===== config.mk =====
export PLATFORM = sky130hd
export DESIGN_NAME = bdio_top
export DESIGN_NICKNAME = d
export VERILOG_FILES = /design/src/bdio_pkg.sv /design/src/bdio_top.sv
export SDC_FILE = /design/constraint.sdc
export NUM_CORES = 1
export LEC_CHECK = 0
export BUFFER_PORTS_ARGS = -buffer_cell sky130_fd_sc_hd__buf_2
export CORE_MARGIN = 1.5
export CORE_UTILIZATION = 49
export CTS_CLUSTER_SIZE = 24
export DETAILED_ROUTE_END_ITERATION = 12
export GPL_TIMING_DRIVEN = 0
export HOLD_SLACK_MARGIN = 0.02
export PLACE_DENSITY = 0.69
export SYNTH_ARGS = -nofsm -noshare
export SYNTH_HDL_FRONTEND = slang
export SYNTH_SLANG_ARGS = --single-unit

===== constraint.sdc =====
create_clock -name pclk -period 3.7 [get_ports pclk]
set_input_delay 0 -clock pclk [delete_from_list [all_inputs] [get_ports pclk]]
set_output_delay 0 -clock pclk [all_outputs]
set_load 0.1 [all_outputs]

===== src/bdio_pkg.sv =====
package bdio_pkg;

  // ------------------------------------------------------------
  // Sizes
  // ------------------------------------------------------------
  localparam int          NUM_DI      = 12;
  localparam int          SRC_W       = 4;

  // ------------------------------------------------------------
  // Register byte offsets
  // ------------------------------------------------------------
  localparam logic [31:0] OFS_CTRL    = 32'h0000_0000;
  localparam logic [31:0] OFS_DI      = 32'h0000_0004;
  localparam logic [31:0] OFS_ALM_EN  = 32'h0000_0008;
  localparam logic [31:0] OFS_ALM_CLS = 32'h0000_000C;
  localparam logic [31:0] OFS_SRC     = 32'h0000_0010;
  localparam logic [31:0] OFS_ALM     = 32'h0000_0014;
  localparam logic [31:0] OFS_REL     = 32'h0000_0018;
  localparam logic [31:0] OFS_ISTAT   = 32'h0000_001C;
  localparam logic [31:0] OFS_IMASK   = 32'h0000_0020;

  // ------------------------------------------------------------
  // Field positions
  // ------------------------------------------------------------
  localparam int          CTRL_DUAL   = 0;
  localparam int          CTRL_ACK    = 1;
  localparam int          SRC_A_OPEN  = 0;
  localparam int          SRC_A_CLOSE = 4;
  localparam int          SRC_B_OPEN  = 8;
  localparam int          SRC_B_CLOSE = 12;
  localparam int          SRC_ACK     = 16;
  localparam int          REL_R1_SW   = 0;
  localparam int          REL_OVR     = 1;
  localparam int          REL_VAL     = 5;
  localparam int          REL_R1_ALM  = 8;
  localparam int          ALM_HORN    = 16;
  localparam int          ALM_FIRST   = 17;
  localparam int          ALM_A_OPEN  = 18;
  localparam int          ALM_B_OPEN  = 19;
  localparam int          IRQ_NEW     = 0;
  localparam int          IRQ_ACK     = 1;
  localparam int          IRQ_A_CHG   = 2;
  localparam int          IRQ_B_CHG   = 3;
  localparam int          DI_A_REPLY  = 7;
  localparam int          DI_B_REPLY  = 4;

  // ------------------------------------------------------------
  // Reset values and fixed input masks
  // ------------------------------------------------------------
  localparam logic [11:0] RST_ALM_EN  = 12'hF00;
  localparam logic [11:0] RST_ALM_CLS = 12'hF00;
  localparam logic [19:0] RST_SRC     = 20'h13265;
  localparam logic [11:0] FIX_A_MASK  = 12'h080;
  localparam logic [11:0] FIX_B_MASK  = 12'h010;

  typedef enum logic [1:0] {
    ST_IDLE = 2'b01,
    ST_ACC  = 2'b10
  } bdio_st_t;

  localparam int          ST_ACC_BIT  = 1;

  typedef struct packed {
    bdio_st_t    st;
    logic [31:0] prdata;
    logic        pslverr;
    logic        rd_stat;
    logic [11:0] di_s1;
    logic [11:0] di_s2;
    logic        btn_s1;
    logic        btn_s2;
    logic        ext_ack_d;
    logic        btn_d;
    logic        dual;
    logic [11:0] alarm_en;
    logic [11:0] alarm_cls;
    logic [19:0] ctrl_src;
    logic [8:0]  rel_cfg;
    logic [11:0] latch;
    logic        horn;
    logic        ack_first;
    logic [3:0]  istat;
    logic [3:0]  imask;
    logic        irq;
    logic        a_open;
    logic        b_open;
    logic        a_unload;
    logic        a_close_en;
    logic        b_unload;
    logic        b_close_en;
    logic        relay_ready;
    logic        relay_horn;
    logic        relay_sys_b;
    logic        relay_sys_a;
  } bdio_state_t;

endpackage : bdio_pkg


===== src/bdio_top.sv =====
`timescale 1ns/1ps

module bdio_top
  import bdio_pkg::*;
(
  input  wire logic        pclk,
  input  wire logic        presetn,
  input  wire logic        psel,
  input  wire logic        penable,
  input  wire logic        pwrite,
  input  wire logic [31:0] paddr,
  input  wire logic [31:0] pwdata,
  output logic [31:0]      prdata,
  output logic             pready,
  output logic             pslverr,
  input  wire logic [11:0] di_pin,
  input  wire logic        ack_button,
  input  wire logic        internal_ok,
  input  wire logic        sys_a_fault,
  input  wire logic        sys_b_fault,
  output logic             breaker_a_open,
  output logic             breaker_b_open,
  output logic             breaker_a_unload,
  output logic             breaker_a_close_en,
  output logic             breaker_b_unload,
  output logic             breaker_b_close_en,
  output logic             relay_ready,
  output logic             relay_horn,
  output logic             relay_sys_b,
  output logic             relay_sys_a,
  output logic             irq
);

  bdio_state_t r;
  bdio_state_t n;
  logic [11:0] fixed;
  logic [11:0] alarm_act;
  logic [11:0] new_set;
  logic        ext_ack;
  logic        ack_ev;
  logic        sw_ack;
  logic        new_hi;
  logic        central;
  logic        hit;
  logic        wr_acc;
  logic [31:0] rdata;
  logic [3:0]  ev;
  logic [3:0]  clr;

  // ------------------------------------------------------------
  // Control term selection from a discrete input
  // ------------------------------------------------------------
  function automatic logic pick(input logic [11:0]      di,
                                input logic [11:0]      fx,
                                input logic [SRC_W-1:0] idx);
    logic v;
    v = 1'b0;
    if (idx < SRC_W'(NUM_DI))
      v = di[idx] & ~fx[idx];
    return v;
  endfunction : pick

  // ------------------------------------------------------------
  // Per-input alarm qualification
  // ------------------------------------------------------------
  // Fixed inputs follow the application mode only
  assign fixed = FIX_A_MASK | (r.dual ? FIX_B_MASK : 12'h000);

  for (genvar i = 0; i < NUM_DI; i++)
  begin : g_alarm
    // Alarm inputs evaluated in every operating state
    assign alarm_act[i] = r.di_s2[i] & r.alarm_en[i] & ~fixed[i];
    assign new_set[i]   = alarm_act[i] & ~r.latch[i];
  end

  // ------------------------------------------------------------
  // Register read decode
  // ------------------------------------------------------------
  always_comb
  begin
    rdata = 32'h0000_0000;
    hit   = 1'b1;
    case (paddr)
      OFS_CTRL:    rdata[CTRL_DUAL] = r.dual;
      OFS_DI:      rdata[11:0] = r.di_s2;
      OFS_ALM_EN:  rdata[11:0] = r.alarm_en;
      OFS_ALM_CLS: rdata[11:0] = r.alarm_cls;
      OFS_SRC:     rdata[19:0] = r.ctrl_src;
      OFS_ALM:
      begin
        rdata[11:0]       = r.latch;
        rdata[ALM_HORN]   = r.horn;
        rdata[ALM_FIRST]  = r.ack_first;
        rdata[ALM_A_OPEN] = r.a_open;
        rdata[ALM_B_OPEN] = r.b_open;
      end
      OFS_REL:     rdata[8:0] = r.rel_cfg;
      OFS_ISTAT:   rdata[3:0] = r.istat;
      OFS_IMASK:   rdata[3:0] = r.imask;
      default:     hit = 1'b0;
    endcase
  end

  // ------------------------------------------------------------
  // Next state
  // ------------------------------------------------------------
  always_comb
  begin
    n        = r;
    n.di_s1  = di_pin;
    n.di_s2  = r.di_s1;
    n.btn_s1 = ack_button;
    n.btn_s2 = r.btn_s1;
    n.rd_stat = 1'b0;
    wr_acc   = 1'b0;
    sw_ack   = 1'b0;
    clr      = 4'h0;

    // APB: setup captures read data, access answers
    case (r.st)
      ST_IDLE:
      begin
        if (psel && !penable)
        begin
          n.st      = ST_ACC;
          n.prdata  = pwrite ? 32'h0000_0000 : rdata;
          n.pslverr = ~hit;
          n.rd_stat = ~pwrite && (paddr == OFS_ISTAT);
        end
      end
      ST_ACC:
      begin
        n.st      = ST_IDLE;
        n.pslverr = 1'b0;
        wr_acc    = pwrite && !r.pslverr;
        if (r.rd_stat)
          clr = r.prdata[3:0];
      end
      default:
      begin
        n.st      = ST_IDLE;
        n.pslverr = 1'b0;
      end
    endcase

    if (wr_acc)
    begin
      case (paddr)
        OFS_CTRL:
        begin
          n.dual = pwdata[CTRL_DUAL];
          sw_ack = pwdata[CTRL_ACK];
        end
        OFS_ALM_EN:  n.alarm_en  = pwdata[11:0];
        OFS_ALM_CLS: n.alarm_cls = pwdata[11:0];
        OFS_SRC:     n.ctrl_src  = pwdata[19:0];
        OFS_REL:     n.rel_cfg   = pwdata[8:0];
        OFS_IMASK:   n.imask     = pwdata[3:0];
        default:     n.imask     = r.imask;
      endcase
    end

    // Breaker replies: energized input means breaker open; B reply counts in dual mode only
    n.a_open = r.di_s2[DI_A_REPLY];
    n.b_open = r.dual & r.di_s2[DI_B_REPLY];

    // Control terms, defaults on inputs five and six for A, two and three for B
    n.a_unload   = pick(r.di_s2, fixed, r.ctrl_src[SRC_A_OPEN +: SRC_W]);
    n.a_close_en = pick(r.di_s2, fixed, r.ctrl_src[SRC_A_CLOSE +: SRC_W]);
    n.b_unload   = pick(r.di_s2, fixed, r.ctrl_src[SRC_B_OPEN +: SRC_W]);
    n.b_close_en = pick(r.di_s2, fixed, r.ctrl_src[SRC_B_CLOSE +: SRC_W]);

    // Acknowledge from external input, front button or software
    ext_ack     = pick(r.di_s2, fixed, r.ctrl_src[SRC_ACK +: SRC_W]);
    n.ext_ack_d = ext_ack;
    n.btn_d     = r.btn_s2;
    ack_ev      = (ext_ack & ~r.ext_ack_d) | (r.btn_s2 & ~r.btn_d) | sw_ack;

    n.latch = r.latch | alarm_act;
    if (ack_ev)
    begin
      if (!r.ack_first)
      begin
        n.horn      = 1'b0;
        n.ack_first = 1'b1;
      end
      else
      begin
        n.latch     = r.latch & alarm_act;
        n.ack_first = 1'b0;
      end
    end

    // Only class B or higher arm the horn; new alarm wins over ack
    new_hi = |(new_set & r.alarm_cls);
    if (new_hi)
    begin
      n.horn      = 1'b1;
      n.ack_first = 1'b0;
    end
    central = |(n.latch & r.alarm_cls);

    // Relay one opens when its logic term becomes true
    n.relay_ready = ~(~internal_ok | r.rel_cfg[REL_R1_SW] |
                      (r.rel_cfg[REL_R1_ALM] & central));
    n.relay_horn  = r.rel_cfg[REL_OVR] ? r.rel_cfg[REL_VAL]
                                       : n.horn;
    n.relay_sys_b = r.rel_cfg[REL_OVR+1] ? r.rel_cfg[REL_VAL+1]
                                         : sys_b_fault;
    n.relay_sys_a = r.rel_cfg[REL_OVR+2] ? r.rel_cfg[REL_VAL+2]
                                         : sys_a_fault;

    // Sticky events, cleared by a read; a new event wins
    ev            = 4'h0;
    ev[IRQ_NEW]   = new_hi;
    ev[IRQ_ACK]   = ack_ev;
    ev[IRQ_A_CHG] = n.a_open ^ r.a_open;
    ev[IRQ_B_CHG] = n.b_open ^ r.b_open;
    n.istat       = (r.istat & ~clr) | ev;
    n.irq         = |(n.istat & n.imask);
  end

  // ------------------------------------------------------------
  // State register
  // ------------------------------------------------------------
  always_ff @(posedge pclk or negedge presetn)
  begin
    if (!presetn)
    begin
      r           <= '0;
      r.st        <= ST_IDLE;
      r.alarm_en  <= RST_ALM_EN;
      r.alarm_cls <= RST_ALM_CLS;
      r.ctrl_src  <= RST_SRC;
    end
    else
      r <= n;
  end

  // ------------------------------------------------------------
  // Outputs
  // ------------------------------------------------------------
  assign prdata             = r.prdata;
  assign pready             = r.st[ST_ACC_BIT];
  assign pslverr            = r.pslverr;
  assign breaker_a_open     = r.a_open;
  assign breaker_b_open     = r.b_open;
  assign breaker_a_unload   = r.a_unload;
  assign breaker_a_close_en = r.a_close_en;
  assign breaker_b_unload   = r.b_unload;
  assign breaker_b_close_en = r.b_close_en;
  assign relay_ready        = r.relay_ready;
  assign relay_horn         = r.relay_horn;
  assign relay_sys_b        = r.relay_sys_b;
  assign relay_sys_a        = r.relay_sys_a;
  assign irq                = r.irq;

endmodule : bdio_top


Yosys cells after proc, flatten, opt, wreduce, memory -nomap -nowiden

Cells that the tools add are included.

Register bits: 151
Input port bits: 85
Output and inout port bits: 45
Word-level logic and storage cells: 211

$lt $le $gt $ge: 10
Eq/ne operators: 11
Multiplexer cells: 53
Bitwise gates (word level): 89
Reduce and logical (&&, ||, !) cells: 17

Operator list:

| operator                                             | number |
|---|---|
| equality test 32 x 5 -> 1 bit, second input constant | 4 |
| equality test 32 x 4 -> 1 bit, second input constant | 2 |
| bitwise AND 1 bit                                    | 42 |
| binary-select mux 1 bit (select 4 bit)               | 10 |
| bitwise AND 12 bit                                   | 3 |
| two-way mux 36 bit                                   | 1 |
| equality test 32 x 3 -> 1 bit, second input constant | 1 |
| equality test 32 x 6 -> 1 bit, second input constant | 1 |
| zero test 32 bit                                     | 1 |
| one-hot mux 5 bit (6 select lines)                   | 1 |
| inverter 1 bit                                       | 27 |
| two-way mux 1 bit                                    | 26 |
| < comparator 4 x 5 -> 1 bit, second input constant   | 5 |
| one-hot mux 3 bit (8 select lines)                   | 1 |
| OR reduction 12 bit                                  | 2 |
| < comparator 4 bit, second input constant            | 5 |
| two-way mux 20 bit                                   | 1 |
| two-way mux 4 bit                                    | 5 |
| one-hot mux 3 bit (5 select lines)                   | 1 |
| two-way mux 14 bit                                   | 1 |
| two-way mux 12 bit                                   | 1 |
| OR 12 bit                                            | 1 |
| AND reduction 2 bit                                  | 6 |
| one-hot mux 1 bit (9 select lines)                   | 1 |
| 17 further kinds                                     | 31 |

Logic depth before layout (Yosys ltp)

Word-level depth: 15
Mapped depth: 10

Worst setup path before layout

OpenSTA, ideal clock, no wires.

Path type: register to register
Start: register r (netlist bit pready)
End: register r (netlist bit relay_horn)
Setup time: 125 ps
Arrival time: 2630 ps
Data required time: 3575 ps
Slack: 946 ps
Cell stages (with the launch flop): 9
Period minus slack after synthesis: 2754 ps
Path through: dfrtp_1 and4bb_2 nand2_1 nor4_1 a221o_1 buf_6 nand2_1 a21bo_2 mux2_2

RTL lines:

| item                   | line            | RTL |
|---|---|---|
| start, declared        | bdio_top.sv:34  | `bdio_state_t r;` |
| start signal, assigned | bdio_top.sv:237 | `r <= n;` |

==> reports/qor.yml <==
run_status:
  status: "finished clean"
sta:
  drv_slew: 0
  fmax_ghz: 0.382
  finalSetupTns_ps: 0
  hold_viol: 0
  slew_headroom_pct: 37.9
  skew_ps: 7.41
  min_period_over_period_pct: 70.7
  setup_viol: 0
  rsz0062_at_grt: "no"
  layout_min_cycle_time_ps: 2620
  holdWs_ps: 23.0
  tightest_slew_ps: 923
min_path:
  hp-class: "in2async"
global_route:
  grt_usage_pct: 28.8
  busiest_layer: "met2"
  met1_usage_pct: 37.6
  grt.met2_usage_pct: 47.3
  grtUsageMet3_pct: 5.70
  grt_overflow: 0
  grt_pass1_vias: 5521
  grt_pass1_wl_um: 30700
  grt_max_degree: 108
  antenna_found_initial: 0
synthesis:
  synth_edf_count: 0
  yosys_warnings: 0
  netlist_top_cells_area: "dfrtp_1 (45%), mux2_2 (9.4%), dfstp_2 (6.6%)"
  syn_area_mm2: 0.00672
  ys_seq_area_share_pct: 52.0
  synth_top_area_share_pct: 45.4
  netlist_instances: 574
  postSynthAreaPerCell_um2: 11.7
  ys_types: 62
  synth_top_cell_by_area: "dfrtp_1"
  yosys-top-cells-count: "dfrtp_1 (122), mux2_2 (56), nand2_1 (55), buf_4 (32), a22oi_1 (29)"
  synth_flop_cell: "dfrtp_1"
  ys_async_sr_fraction_pct: 100
  yosysMostFrequentCell: "dfrtp_1"
  yosys_register_bits: 139
floorplanning:
  rows: 42
  core_area_mm2: 0.0133
  dieArea_mm2: 0.0144
  pin_count: 130
  die_x_um: 120
  die_y_um: 120
  initial_core_util_pct: 50.6
layout:
  multi_input_area_mm2: 0.00281
  ff_latch_area_mm2: 0.00350
  nets: 837
  areaGrowthSynthToFinish_pct: 27.7
  nFillCells: 1080
  diodes: 0
  drive_gt1_share_pct: 35.6
pwr:
  ir_drop_uv: 328
  p_sw_mw: 0.908
  seq_power_share_pct: 42.9
  power.total_mw: 3.66
  internal_power_mw: 2.76
  switching_share_pct: 24.8
  leakage_nw: 4.02
  combPwrFrac_pct: 9.6
  p_clk_share_pct: 47.5
  pwr_density_cell_mw_per_mm2: 427
placement:
  io_buffers: 103
  dp_hpwl_um: 13900
  routabilityCongestion: 0.937
setup_path:
  crit_start: "r[58]"
  cp-end-kind: "register"
  regToRegEndpoint: "r[32]"
  timing.rr.start: "r[58]"
  worstSetupPathType: "reg2reg"
  r2r_setup_slack_ps: 1080
  worst_r2r_path_depth: 9
  path_max_fanout: 10
  cp-start-kind: "register"
  crit_arrival_ps: 2960
  crit_required_ps: 4040
clock_network:
  numCtsBuffers: 17
  clk_pin_slew_ps: 60
  post_cts_resized: 0
  cts_tree: "done"
  htreeDepth: 4
  postCtsHoldBufs: 44
  max-clock-path-buffers: 2
  postCtsSetupRepairBufs: 0
  cts.sinks: 139
  clk_latency_ps: 420
  cts-root-buf: "clkbuf_16"
drt:
  drtIter0Drc: 474
  viasPerCell: 5.77
  wl_per_cell_um: 20.8
  via_count: 5425
  drc: 0
  drtPass1Iterations: 5
  ant_nets: 0
  routed_wl_um: 19500
run:
  drv_cap: 0
flip-flops by register name (all words and copies together) (netlist names):
signal / count
breaker_a_close_en: 1
breaker_a_open: 1
breaker_a_unload: 1
breaker_b_close_en: 1
breaker_b_open: 1
breaker_b_unload: 1
irq: 1
n: 15
prdata: 20
pready: 1
pslverr: 1
r: 91
relay_horn: 1
relay_ready: 1
relay_sys_a: 1
relay_sys_b: 1
stage by stage:
stage          setup WS, ps  instance area, um2  std cells  utilization (%)
6_report               1080                8580        941             64.6
5_1_grt                1010                8580        941             64.6
4_1_cts                1080                8580        941             64.6
3_5_place_dp           1130                7530        865             56.7
3_3_place_gp            860                7500        864             56.4
2_1_floorplan           946                6770        585                -
cells in the final DEF (no fill, tap or decap), types with 4 or more instances in the layout:
cell type and n:
inv_1 13, nand4_1 6, mux4_2 11, nand2b_1 8, nor2_1 20, maj3_1 5, nand2_1 55, nand3b_1 5
clkbuf_16 17, nor4_1 11, mux2_2 56, a222oi_1 8, a31oi_1 5, nand3_1 15, buf_2 109, clkbuf_1 16
a21o_1 5, conb_1 12, dfrtp_1 122, o22ai_1 4, o21ai_0 28, a21oi_1 10, and2_1 6, a22oi_1 29
mux2i_1 9, mux2_1 6, a22o_1 9, o221ai_1 6, dlygate4sd3_1 44, buf_6 7, dfstp_2 17, buf_4 32
routing by layer:
metal / vias to the layer above / part of all wire, % / routed length [um]
met5: - / 0 / 0
met4: 0 / 3.2 / 617
met3: 48 / 7.1 / 1380
met2: 251 / 49 / 9530
met1: 2680 / 41 / 8010
li1: 2446 / - / -
worst max-delay path, cell delays in order (launching register included):
cell and delay [ps]:
dfstp_2 590, mux4_2 510, and3b_1 200, a31o_1 240
a221o_1 320, buf_6 160, nand2_8 120, buf_6 170
a22oi_1 70, nor2_1 140
layout make-up:
cell class	count	area share [%]
Timing Repair Buffer	148	11.5
Buffer	61	4.69
Inverter	13	0.569
Clock buffer	22	5.41
Clock inverter	10	1.68
Sequential cell	139	40.8
Tap cell	176	2.57
Multi-Input combinational cell	372	32.8
logic make-up after synthesis:
kind of cell / count (synthesis) / synth area share, %
xor+xnor: 2 / 0.261
mux: 82 / 15.4
buf+inv: 74 / 6.72
other cells: 1 / 0.0558
simple gates: 152 / 12.2
flops: 139 / 52.0
compound gates: 119 / 12.5
fa+ha+maj: 5 / 0.744
worst max path at each step:
stage	slack, ps	to	depth (start not counted)
final	1080	r[32]	9
after global routing	1010	irq	8
after CTS	1080	r[32]	9
after detailed placement	1130	r[27]	9
after global placement	860	prdata[13]	1
after floorplan	950	relay_horn	8
power by group through the flow:
stage	Clock (mW)	Sequential [mW]	Combinational [mW]
floorplan	0	1.64	0.148
global placement	0	1.60	0.307
detailed placement	0	1.60	0.316
CTS	1.76	1.57	0.352
global route	1.82	1.57	0.375
finish	1.74	1.57	0.352
Note: power is estimated with default switching activity, not from simulation.
